File: src/pkg/memory_map_lock_access_guard_consts.svh
// Address map, lock key and timing constants for the access guard.
// Assumes inclusion by its bare name from the design files.
`ifndef MEMORY_MAP_LOCK_ACCESS_GUARD_CONSTS_SVH
`define MEMORY_MAP_LOCK_ACCESS_GUARD_CONSTS_SVH
`define IO_BASE 16'h0000
`define IO_END 16'h107F
`define IDROW_BASE 16'h1100
`define IDROW_END 16'h11FF
`define FUSE_BASE 16'h1280
`define FUSE_END 16'h1289
`define LOCK_KEY_ADDR 16'h128A
`define USER_PAGE_BASE 16'h1300
`define USER_PAGE_END 16'h137F
`define EEPROM_BASE 16'h1400
`define EEPROM_BYTES 16'h0080
`define EEPROM_PAGE_BYTES 16'h0020
`define EEPROM_PAGES 4
`define SRAM_BASE_SMALL 16'h3E00
`define SRAM_BYTES_SMALL 16'h0200
`define SRAM_BASE_LARGE 16'h3C00
`define SRAM_BYTES_LARGE 16'h0400
`define FLASH_DATA_BASE 16'h8000
`define FLASH_CODE_BASE 16'h0000
`define FLASH_PAGE_BYTES 64
`define FLASH_PAGES_SMALL 64
`define FLASH_PAGES_LARGE 128
`define LOCK_KEY_OPEN 8'hC5
`define LOCK_KEY_RESET 8'h00
`define WRITE_BLOCK_SLOW_CYCLES 768
`endif

File: src/pkg/memory_map_lock_access_guard_pkg.sv
// Types shared by the access guard design files.
// Assumes the constants header sits on the include path.
package memory_map_lock_access_guard_pkg;
  typedef enum logic [3:0] {
    region_none,
    region_io,
    region_id_row,
    region_fuse,
    region_lock,
    region_user_page,
    region_eeprom,
    region_sram,
    region_flash
  } region_e;
  typedef enum logic [1:0] {
    flash_boot,
    flash_app_code,
    flash_app_data
  } flash_section_e;
endpackage

File: src/verilog/address_region_decoder.sv
// Decodes one data-space address into a region and a region-local offset.
// Assumes the variant select is static while the device runs.
`timescale 1ns/1ps
`include "memory_map_lock_access_guard_consts.svh"
module address_region_decoder
(
  // Request address.
  input wire logic [15:0] addr,
  input wire logic large_variant,
  // Decode result.
  output memory_map_lock_access_guard_pkg::region_e region,
  output logic [15:0] offset
);
  import memory_map_lock_access_guard_pkg::*;
  wire [15:0] sram_base = large_variant ? `SRAM_BASE_LARGE : `SRAM_BASE_SMALL;
  wire [15:0] sram_size = large_variant ? `SRAM_BYTES_LARGE : `SRAM_BYTES_SMALL;
  wire [15:0] flash_size = large_variant ? 16'h2000 : 16'h1000;
  wire in_io = addr <= `IO_END;
  wire in_id = addr >= `IDROW_BASE && addr <= `IDROW_END;
  wire in_fuse = addr >= `FUSE_BASE && addr <= `FUSE_END;
  wire in_lock = addr == `LOCK_KEY_ADDR;
  wire in_user = addr >= `USER_PAGE_BASE && addr <= `USER_PAGE_END;
  wire in_ee = addr >= `EEPROM_BASE && addr < `EEPROM_BASE + `EEPROM_BYTES;
  wire in_sram = addr >= sram_base && addr < sram_base + sram_size;
  wire in_flash = addr >= `FLASH_DATA_BASE && addr < `FLASH_DATA_BASE + flash_size;
  always_comb
  begin
    region = region_none;
    offset = 16'h0000;
    if (in_io)
    begin
      region = region_io;
      offset = addr;
    end
    else if (in_id)
    begin
      region = region_id_row;
      offset = addr - `IDROW_BASE;
    end
    else if (in_fuse)
    begin
      region = region_fuse;
      offset = addr - `FUSE_BASE;
    end
    else if (in_lock)
    begin
      region = region_lock;
      offset = 16'h0000;
    end
    else if (in_user)
    begin
      region = region_user_page;
      offset = addr - `USER_PAGE_BASE;
    end
    else if (in_ee)
    begin
      region = region_eeprom;
      offset = addr - `EEPROM_BASE;
    end
    else if (in_sram)
    begin
      region = region_sram;
      offset = addr - sram_base;
    end
    else if (in_flash)
    begin
      region = region_flash;
      offset = addr - `FLASH_DATA_BASE;
    end
  end
endmodule

File: src/verilog/memory_map_lock_access_guard.sv
// Top of the memory map decoder and lock-based access guard for CPU and debug requesters.
// Assumes memories sit outside and answer the routed strobes in the same cycle.
`timescale 1ns/1ps
`include "memory_map_lock_access_guard_consts.svh"
module memory_map_lock_access_guard
#(
  parameter int FLASH_PAGE_BYTES = `FLASH_PAGE_BYTES,
  parameter int WRITE_BLOCK_TICKS = `WRITE_BLOCK_SLOW_CYCLES
)
(
  // Clock, reset and enable.
  input wire logic sys_clk,
  input wire logic rst,
  input wire logic clk_en,
  // Static configuration, power-on pulse and slow tick.
  input wire logic large_variant,
  input wire logic power_on,
  input wire logic slow_tick,
  // Start-up fuse image.
  input wire logic startup_done,
  input wire logic [7:0] stored_lock_key,
  input wire logic startup_write_block_disable,
  input wire logic [7:0] boot_end_page,
  input wire logic [7:0] app_end_page,
  // CPU data request.
  input wire logic cpu_req,
  input wire logic cpu_we,
  input wire logic [15:0] cpu_addr,
  input wire logic [7:0] cpu_wdata,
  input wire logic [15:0] cpu_pc,
  // CPU instruction and program memory read.
  input wire logic fetch_req,
  input wire logic [15:0] fetch_addr,
  input wire logic pmr_req,
  input wire logic [15:0] pmr_addr,
  // Debug request.
  input wire logic dbg_req,
  input wire logic dbg_we,
  input wire logic dbg_fuse_write,
  input wire logic [15:0] dbg_addr,
  input wire logic [7:0] dbg_wdata,
  input wire logic full_erase_command,
  // Memory side.
  output logic mem_req,
  output logic mem_we,
  output memory_map_lock_access_guard_pkg::region_e mem_region,
  output logic [15:0] mem_offset,
  output logic [7:0] mem_wdata,
  input wire logic [7:0] mem_rdata,
  output logic flash_code_req,
  output logic [15:0] flash_code_word,
  output logic erase_app_memories,
  // Answers.
  output logic [7:0] cpu_rdata,
  output logic cpu_refused,
  output logic [7:0] dbg_rdata,
  output logic dbg_done,
  output logic dbg_refused,
  output logic fetch_fault,
  output logic locked,
  output logic [7:0] lock_key_byte,
  output logic nv_write_blocked
);
  import memory_map_lock_access_guard_pkg::*;
  region_e cpu_region;
  region_e dbg_region;
  logic [15:0] cpu_off;
  logic [15:0] dbg_off;
  logic erase_pending;
  address_region_decoder cpu_dec
  (
    .addr(cpu_addr),
    .large_variant(large_variant),
    .region(cpu_region),
    .offset(cpu_off)
  );
  address_region_decoder dbg_dec
  (
    .addr(dbg_addr),
    .large_variant(large_variant),
    .region(dbg_region),
    .offset(dbg_off)
  );
  write_block_timer #(.TICKS(WRITE_BLOCK_TICKS)) wb_timer
  (
    .sys_clk(sys_clk),
    .rst(rst),
    .clk_en(clk_en),
    .start(power_on),
    .disable_block(startup_write_block_disable),
    .slow_tick(slow_tick),
    .blocking(nv_write_blocked)
  );
  // Lock key is taken only once per start-up, so fuse writes act after reset.
  logic [7:0] latched_key;
  logic [7:0] boot_end;
  logic [7:0] app_end;
  always_ff @(posedge sys_clk)
  begin
    if (rst)
    begin
      latched_key <= `LOCK_KEY_RESET;
      boot_end <= 8'h00;
      app_end <= 8'h00;
    end
    else if (clk_en && startup_done)
    begin
      latched_key <= stored_lock_key;
      boot_end <= boot_end_page;
      app_end <= app_end_page;
    end
  end
  // Reset value reads locked until start-up copies the key, the safe default.
  wire is_locked = latched_key != `LOCK_KEY_OPEN;
  // Flash sections from page bounds; byte offset over page size gives page index.
  function automatic flash_section_e section_of(input logic [15:0] off);
    logic [15:0] page;
    page = off / 16'(FLASH_PAGE_BYTES);
    if (page < {8'h00, boot_end})
      section_of = flash_boot;
    else if (page < {8'h00, app_end})
      section_of = flash_app_code;
    else
      section_of = flash_app_data;
  endfunction
  wire [15:0] pc_byte = {cpu_pc[14:0], 1'b0};
  wire flash_section_block = cpu_region == region_flash &&
    section_of(cpu_off) < section_of(pc_byte);
  wire nv_region = cpu_region == region_flash || cpu_region == region_eeprom ||
    cpu_region == region_user_page;
  // CPU write refusals: identification row, fuses, lock, section and timeout blocks.
  wire cpu_wr_refuse = cpu_we && (cpu_region == region_id_row ||
    cpu_region == region_fuse || cpu_region == region_lock ||
    flash_section_block || (nv_region && nv_write_blocked));
  wire cpu_ok = cpu_req && !cpu_wr_refuse && cpu_region != region_none;
  // Debug permissions; when locked only user page writes through fuse write pass.
  wire dbg_user_locked_wr = dbg_we && dbg_fuse_write && dbg_region == region_user_page;
  wire dbg_id_wr = dbg_we && dbg_region == region_id_row;
  wire dbg_locked_ok = dbg_user_locked_wr;
  wire dbg_open_ok = !dbg_id_wr && dbg_region != region_none;
  wire dbg_nv_blk = dbg_we && nv_write_blocked && dbg_region != region_io;
  // The erase-cleared lock must open the debug path too, not only the status output.
  wire dbg_allow = (locked ? dbg_locked_ok : dbg_open_ok) && !dbg_nv_blk;
  // CPU wins the shared port; debug is not served in any cycle the CPU asks.
  wire dbg_go = dbg_req && !cpu_req && !erase_pending;
  wire dbg_ok = dbg_go && dbg_allow;
  assign mem_req = cpu_ok || dbg_ok;
  assign mem_we = cpu_ok ? cpu_we : dbg_we;
  assign mem_region = cpu_ok ? cpu_region : (dbg_ok ? dbg_region : region_none);
  assign mem_offset = cpu_ok ? cpu_off : dbg_off;
  assign mem_wdata = cpu_ok ? cpu_wdata : dbg_wdata;
  // Byte-wide accesses let EEPROM take single bytes or bursts of back-to-back ones.
  wire ee_burst_ok = 1'b1;
  // Fetch only from Flash code space; a data-space SRAM address never fetches.
  wire [15:0] code_limit = large_variant ? 16'h1000 : 16'h0800;
  wire fetch_in_flash = fetch_addr < code_limit;
  wire [15:0] pmr_word = {1'b0, pmr_addr[15:1]};
  assign flash_code_req = (fetch_req && fetch_in_flash) || (pmr_req && !fetch_req);
  assign flash_code_word = fetch_req ? fetch_addr : (pmr_word - `FLASH_CODE_BASE);
  // Erase: sole way out of locked state; user page left alone by memories.
  always_ff @(posedge sys_clk)
  begin
    if (rst)
      erase_pending <= 1'b0;
    else if (clk_en)
      erase_pending <= full_erase_command && !erase_pending;
  end
  assign erase_app_memories = erase_pending;
  logic erase_unlock;
  always_ff @(posedge sys_clk)
  begin
    if (rst)
      erase_unlock <= 1'b0;
    else if (clk_en && erase_pending)
      erase_unlock <= 1'b1;
  end
  assign locked = is_locked && !erase_unlock;
  // Answers registered one cycle after the request.
  logic cpu_read_q;
  logic dbg_read_q;
  logic dbg_refused_q;
  always_ff @(posedge sys_clk)
  begin
    if (rst)
    begin
      cpu_rdata <= 8'h00;
      dbg_rdata <= 8'h00;
      cpu_refused <= 1'b0;
      dbg_refused <= 1'b0;
      dbg_done <= 1'b0;
      fetch_fault <= 1'b0;
      lock_key_byte <= `LOCK_KEY_RESET;
    end
    else if (clk_en)
    begin
      cpu_refused <= cpu_req && !cpu_ok;
      dbg_done <= dbg_go;
      dbg_refused <= dbg_go && !dbg_allow;
      fetch_fault <= fetch_req && !fetch_in_flash;
      lock_key_byte <= latched_key;
      if (cpu_ok && !cpu_we && ee_burst_ok)
        cpu_rdata <= mem_rdata;
      if (dbg_go && !dbg_we)
        dbg_rdata <= dbg_ok ? mem_rdata : 8'h00;
    end
  end
endmodule

File: src/verilog/write_block_timer.sv
// Counts slow-oscillator ticks after power-on and blocks nonvolatile writes until done.
// Assumes slow_tick is a one-cycle pulse already in the system clock domain.
`timescale 1ns/1ps
`include "memory_map_lock_access_guard_consts.svh"
module write_block_timer
#(
  parameter int TICKS = `WRITE_BLOCK_SLOW_CYCLES
)
(
  // Clock and control.
  input wire logic sys_clk,
  input wire logic rst,
  input wire logic clk_en,
  input wire logic start,
  input wire logic disable_block,
  input wire logic slow_tick,
  // Status.
  output logic blocking
);
  logic [15:0] count;
  always_ff @(posedge sys_clk)
  begin
    if (rst)
    begin
      count <= 16'h0000;
      blocking <= 1'b0;
    end
    else if (clk_en)
    begin
      if (start)
      begin
        count <= 16'h0000;
        blocking <= !disable_block;
      end
      else if (blocking && slow_tick)
      begin
        count <= count + 16'h0001;
        if (count == 16'(TICKS - 1))
          blocking <= 1'b0;
      end
    end
  end
endmodule
File: config.mk
export PLATFORM = sky130hd
export DESIGN_NAME = memory_map_lock_access_guard
export DESIGN_NICKNAME = d
export VERILOG_FILES = /design/src/pkg/memory_map_lock_access_guard_pkg.sv /design/src/verilog/address_region_decoder.sv /design/src/verilog/memory_map_lock_access_guard.sv /design/src/verilog/write_block_timer.sv
export VERILOG_INCLUDE_DIRS = /design/src /design/src/pkg
export SDC_FILE = /design/constraint.sdc
export NUM_CORES = 1
export LEC_CHECK = 0
export ABC_AREA = 1
export BUFFER_PORTS_ARGS = -buffer_cell sky130_fd_sc_hd__buf_2
export CAP_MARGIN = 10
export CORE_ASPECT_RATIO = 1.1
export CORE_MARGIN = 1
export CORE_UTILIZATION = 41
export CTS_CLUSTER_DIAMETER = 100
export DETAILED_ROUTE_END_ITERATION = 6
export PLACE_DENSITY = 0.7
export SYNTH_ARGS = -nofsm -noshare
export SYNTH_HDL_FRONTEND = slang
export SYNTH_SLANG_ARGS = --single-unit
File: constraint.sdc
create_clock -name sys_clk -period 12.8 [get_ports sys_clk]
set_input_delay 1.92 -clock sys_clk [delete_from_list [all_inputs] [get_ports sys_clk]]
set_output_delay 1.92 -clock sys_clk [all_outputs]
set_load 0.005 [all_outputs]
; ---- Word level (Yosys, flattened, before mapping)
; Index checks and enable logic that the tools add are counted.
[classes]
n_eq_ne = 13
n_mux = 53
addsub = 15
n_reduce_logical = 68
n_lt_le_gt_ge = 32
[ops]
columns = operator, count
row1 = $mux W16, 20
row2 = $ge A16 B13 Y1 const B, 8
row3 = $le A16 B13 Y1 const B, 8
row4 = $sub A16 B13 Y16 const B, 8
row5 = $mux W4, 18
row6 = $lt A16 B16 Y1, 4
row7 = $lt A10 B8 Y1, 4
row8 = $logic_and A1 B1 Y1, 39
row9 = $eq A16 B13 Y1 const B, 2
row10 = $ge A16 B16 Y1, 2
row11 = $ge A16 B16 Y1 const B, 2
row12 = $lt A16 B13 Y1 const B, 2
row13 = $sub A16 B16 Y16, 2
row14 = $sub A16 B16 Y16 const B, 2
row15 = $add A16 B1 Y16 const B, 1
row16 = $add A16 B16 Y16, 1
row17 = $add A16 B16 Y16 const A, 1
row18 = $eq A16 B10 Y1 const B, 1
row19 = $eq A4 B3 Y1 const B, 4
row20 = $lt A16 B13 Y1, 1
row21 = $mux W8, 2
row22 = $mux W14, 1
row23 = $logic_not A1 Y1, 13
row24 = $mux W13, 1
row25 = other kinds (14), 34
[totals]
reg_bits = 71
elab_cells = 195
inputBits = 144
output_inout_bits = 78

; ---- Logic depth before layout (Yosys ltp)
[depth]
depth_word = 25
ltp_mapped = 31
ltp_nobuf = 30

; ---- Cells and area by module
; A second synthesis with hierarchy kept.
[unflattened]
hier_cells = 1263
area_unflattened_um2 = 7623.6
[modules_own_cells]
columns = module, area_per_inst_um2, cells_each, seq_area_each_um2, instances
row1 = memory_map_lock_access_guard, 3513.4, 549, 1081.0, 1
row2 = address_region_decoder, 1604.0, 290, 0.0, 2
row3 = write_block_timer, 902.1, 134, 340.3, 1

; ---- Worst setup path after synthesis
; OpenSTA, ideal clock, no wires.
[synth_timing]
path_type = input port to output port
startpoint = input cpu_addr[10]
endpoint = output mem_offset[9]
path_slack_ps = 5551
n_path_buf = 4
required_ps = 10880
arrival_ps = 5329
cell_stages = 27
cell_sequence = buf_2 > inv_2 > ha_1 > buf_2 > nor2_1 > nor2_2 > nand3_2 > buf_6 > o21ai_0 > o211ai_1 > o211ai_1 > o211ai_1 > o21ai_0 > ha_1 > nand2_1 > o21ai_0 > inv_1 > o2111ai_1 > nor2_2 > a21oi_1 > ha_1 > nand2_1 > nand2_2 > a21oi_4 > buf_6 > nand2_1 > nand2_1
[synth_between]
elab_chain_len = 22
[synth_lines]
columns = item, line
row1 = from (decl), memory_map_lock_access_guard.sv:28  ; input wire logic [15:0] cpu_addr,
row2 = $ge A16 B16 Y1 (no line) or $lt A16 B16 Y1 (tied branches), -
row3 = $logic_and A1 B1 Y1, address_region_decoder.sv:25  ; wire in_flash = addr >= `FLASH_DATA_BASE && addr < `FLASH_DATA_BASE + flash_size;
row4 = $mux W16, address_region_decoder.sv:65  ; else if (in_flash)
row5 = $mux W16, address_region_decoder.sv:60  ; else if (in_sram)
row6 = $mux W16, address_region_decoder.sv:55  ; else if (in_ee)
row7 = $mux W16, address_region_decoder.sv:50  ; else if (in_user)
row8 = $mux W16, address_region_decoder.sv:45  ; else if (in_lock)
row9 = $mux W16, address_region_decoder.sv:40  ; else if (in_fuse)
row10 = [5 not listed], -
row11 = $lt A2 B2 Y1, memory_map_lock_access_guard.sv:128  ; section_of(cpu_off) < section_of(pc_byte);
row12 = $logic_and A1 B1 Y1, memory_map_lock_access_guard.sv:127  ; wire flash_section_block = cpu_region == region_flash &&
row13 = $logic_or A1 B1 Y1, memory_map_lock_access_guard.sv:133  ; cpu_region == region_fuse || cpu_region == region_lock ||
row14 = $logic_or A1 B1 Y1, memory_map_lock_access_guard.sv:134  ; flash_section_block || (nv_region && nv_write_blocked));
row15 = $logic_and A1 B1 Y1, memory_map_lock_access_guard.sv:132  ; wire cpu_wr_refuse = cpu_we && (cpu_region == region_id_row ||
row16 = $logic_not A1 Y1, memory_map_lock_access_guard.sv:135  ; wire cpu_ok = cpu_req && !cpu_wr_refuse && cpu_region != region_none;
row17 = $logic_and A1 B1 Y1 (2 in a row), memory_map_lock_access_guard.sv:135
row18 = $mux W16 *, memory_map_lock_access_guard.sv:150  ; assign mem_offset = cpu_ok ? cpu_off : dbg_off;
row19 = to (decl), memory_map_lock_access_guard.sv:47  ; output logic [15:0] mem_offset,
; Every way passes the cells marked *; elsewhere a longest branch is shown, timed or not.

; ---- Worst setup path after layout
[layout_timing]
startpoint = input cpu_addr[10]
endpoint = output mem_offset[4]
; The elaborated chain is that of the path after synthesis.

==> flow_summary.json <==
{
  "status": "finished, final reports clean",
  "gr-total-overflow": 0,
  "die_w_um": 127,
  "cts_buffer_depth": 2,
  "yosysTopAreaCellShare_pct": 20.3,
  "synthCells": 1160,
  "ant_nets": 0,
  "path_clk_slew_ns": 0.06,
  "clock_skew_ns": 0.00509,
  "cp-end-kind": "primary output",
  "arrival_ns": 6.84,
  "layout-drive-gt1-share_pct": 21.7,
  "antenna_found_initial": 1,
  "worstPathMaxFanout": 19,
  "multiInputGateArea_um2": 4830,
  "dieHeight_um": 139,
  "area_growth_pct": 20.7,
  "start_util_pct": 42.3,
  "nFillCells": 1757,
  "track_usage_pct": 25.9,
  "synth_top_area_cell": "dfxtp_1",
  "syn_area_um2": 7010,
  "ys_async_sr_fraction_pct": 0,
  "post-route-util_pct": 51.1,
  "path_class": "primary input to primary output",
  "row_count": 49,
  "vias": 8255,
  "viasPerCell": 5.30,
  "synth-seq-cells": 71,
  "drcViolationCount": 0,
  "cts_setup_buffers": 0,
  "htree_levels": 3,
  "most-common-layout-cells": "nand2_1, buf_2, nor2_1",
  "dp_hpwl_um": 18400,
  "dieArea_um2": 17600,
  "grt_max_degree": 44,
  "cts_resized": 0,
  "clkLatencyLatePin_ns": 0.33,
  "seq_area_um2": 1420,
  "slew_violations": 0,
  "critical_path.max_stage_delay_ns": 0.59,
  "synth_cell_types": 52,
  "final.period_utilization_pct": 68.4,
  "p_leak_uw": 0.00437,
  "worstMarginPinSlew_ns": 0.876,
  "crit_required_ns": 10.88,
  "drt-total-wl_um": 23100,
  "first_pass_iters": 5,
  "maxSlewHeadroom_pct": 41.6,
  "cp-start-kind": "primary input",
  "synth_edf_count": 0,
  "routedWlPerCell_um": 14.8,
  "cp_slowest_cell": "a21oi_4",
  "synth_fp_nets": 1363,
  "synth_area_leaders": "dfxtp_1, nand2_1, ha_1",
  "holdBufCountCts": 0,
  "finalSetupTns_ns": 0,
  "avgSynthCellArea_um2": 6.04,
  "core_um2": 16600,
  "numCtsBuffers": 9,
  "drt_iter0_drc": 458,
  "cellPowerDensity_nw_per_um2": 85.1,
  "dp.cells": 1542,
  "ir_drop_v": 0.0000872,
  "grt_pass1_vias": 7751,
  "io_pins": 222,
  "clock_sinks": 71,
  "rsz0062_at_grt": "no",
  "layout_commonest_cell": "nand2_1",
  "synthFlopType": "dfxtp_1",
  "hold_class": "register to register",
  "setup_viol": 0,
  "yosysWarnings": 0,
  "r2r_start": "wb_timer.blocking$_SDFFE_PP0P_",
  "layout.nets": 1553,
  "cts_tree": "built",
  "grt_pass1_wl_um": 37100,
  "min_period_ns": 8.76,
  "final_cells": 1559,
  "n_antenna_cell": 0,
  "critPathLaunch": "cpu_addr[10]",
  "io_buffers": 214,
  "gp_routability_congestion": 0.919,
  "crit_buf_inv": 5,
  "critical-path-top-delay-family": "compound AO/OA/AOI/OAI gates",
  "clockRootBuffer": "clkbuf_16",
  "max_freq_mhz": 114,
  "yosysSeqAreaShare_pct": 20.3,
  "hold_viol_final": 0,
  "min-delay-start": "erase_unlock$_SDFFE_PP0P_",
  "cap_violations": 0
}
[state kept, by name (all words and copies together) (netlist names)]
register / flops
wb_timer.count: 16
app_end: 8
boot_end: 8
cpu_rdata: 8
dbg_rdata: 8
latched_key: 8
lock_key_byte: 8
cpu_refused: 1
dbg_done: 1
dbg_refused: 1
erase_app_memories: 1
erase_unlock: 1
fetch_fault: 1
wb_timer.blocking: 1
[synth_stat cells (all sizes together), types with 12 or more instances]
cell type,number
dfxtp,71
nor3,18
nand4,20
inv,144
ha,59
buf,18
nand3,74
xor2,12
o211ai,15
nor2,155
nand2,313
a21oi,85
clkbuf,18
o21ai,91
[worst register-to-register path, stage by stage, from the launching register on]
cell and delay (ns):
dfxtp_1 0.46, nand2_1 0.10, a21oi_2 0.30, nand4_1 0.20
nor2_1 0.21, inv_1 0.08, nor4_1 0.31, nand2_1 0.16
nor3_1 0.21, nand2_1 0.09, nor2_1 0.14, nand2_1 0.08
nor2_1 0.15, a21oi_1 0.10, o21a_1 0.13
[layer usage]
layer  share of wire (%)  GRT usage [%]  vias to the layer above
met5               0.048              0                        -
met4                 2.4           9.59                        2
met3                 7.6           4.86                       35
met2                  48           46.0                      312
met1                  42           30.8                     3709
li1                    -              -                     4197
[through the flow]
step           total power [uW]  cell area [um^2]  setup WS, ns  hold WS [ns]
2_1_floorplan               391              7010          5.55         0.429
3_3_place_gp                475              8140          4.19         0.452
3_5_place_dp                479              8140          4.14         0.455
4_1_cts                     722              8430          4.12         0.464
5_1_grt                     765              8460          3.69         0.478
6_report                    720              8460          4.04         0.459
[final cells by class]
| class | count | share of cell area [%] |
|---|---|---|
| Sequential cell | 71 | 16.8 |
| Timing Repair Buffer | 215 | 13.0 |
| Clock inverter | 4 | 0.340 |
| Tap cell | 204 | 3.02 |
| Multi-Input combinational cell | 906 | 57.1 |
| Inverter | 147 | 6.61 |
| Clock buffer | 12 | 3.15 |
[path summary, 6_finish.rpt]
kind                                                        end  slack [ns]  cells past startpoint
worst max register to register  wb_timer.count[15]$_SDFFE_PP0P_        9.98                     14
worst min-delay path                  erase_unlock$_SDFFE_PP0P_        0.46                      2
worst min register to register        erase_unlock$_SDFFE_PP0P_        0.46                      2
worst max-delay path                              mem_offset[4]        4.04                     26
[power breakdown]
part	switching, uW	internal (uW)	total, uW
logic	153	90.0	243
clock network	95.4	147	242
registers	4.20	230	234
[kinds of logic after synthesis]
family / Yosys count / share of synthesized area, %
buffers and inverters: 183 / 10.8
DFF: 71 / 20.3
and+or+nand+nor: 604 / 37.6
xor gates and xnor gates: 14 / 1.75
adders and majority gates: 59 / 10.5
AOI/OAI and AO/OA: 229 / 19.0
Note: power is estimated with default switching activity, not from simulation.
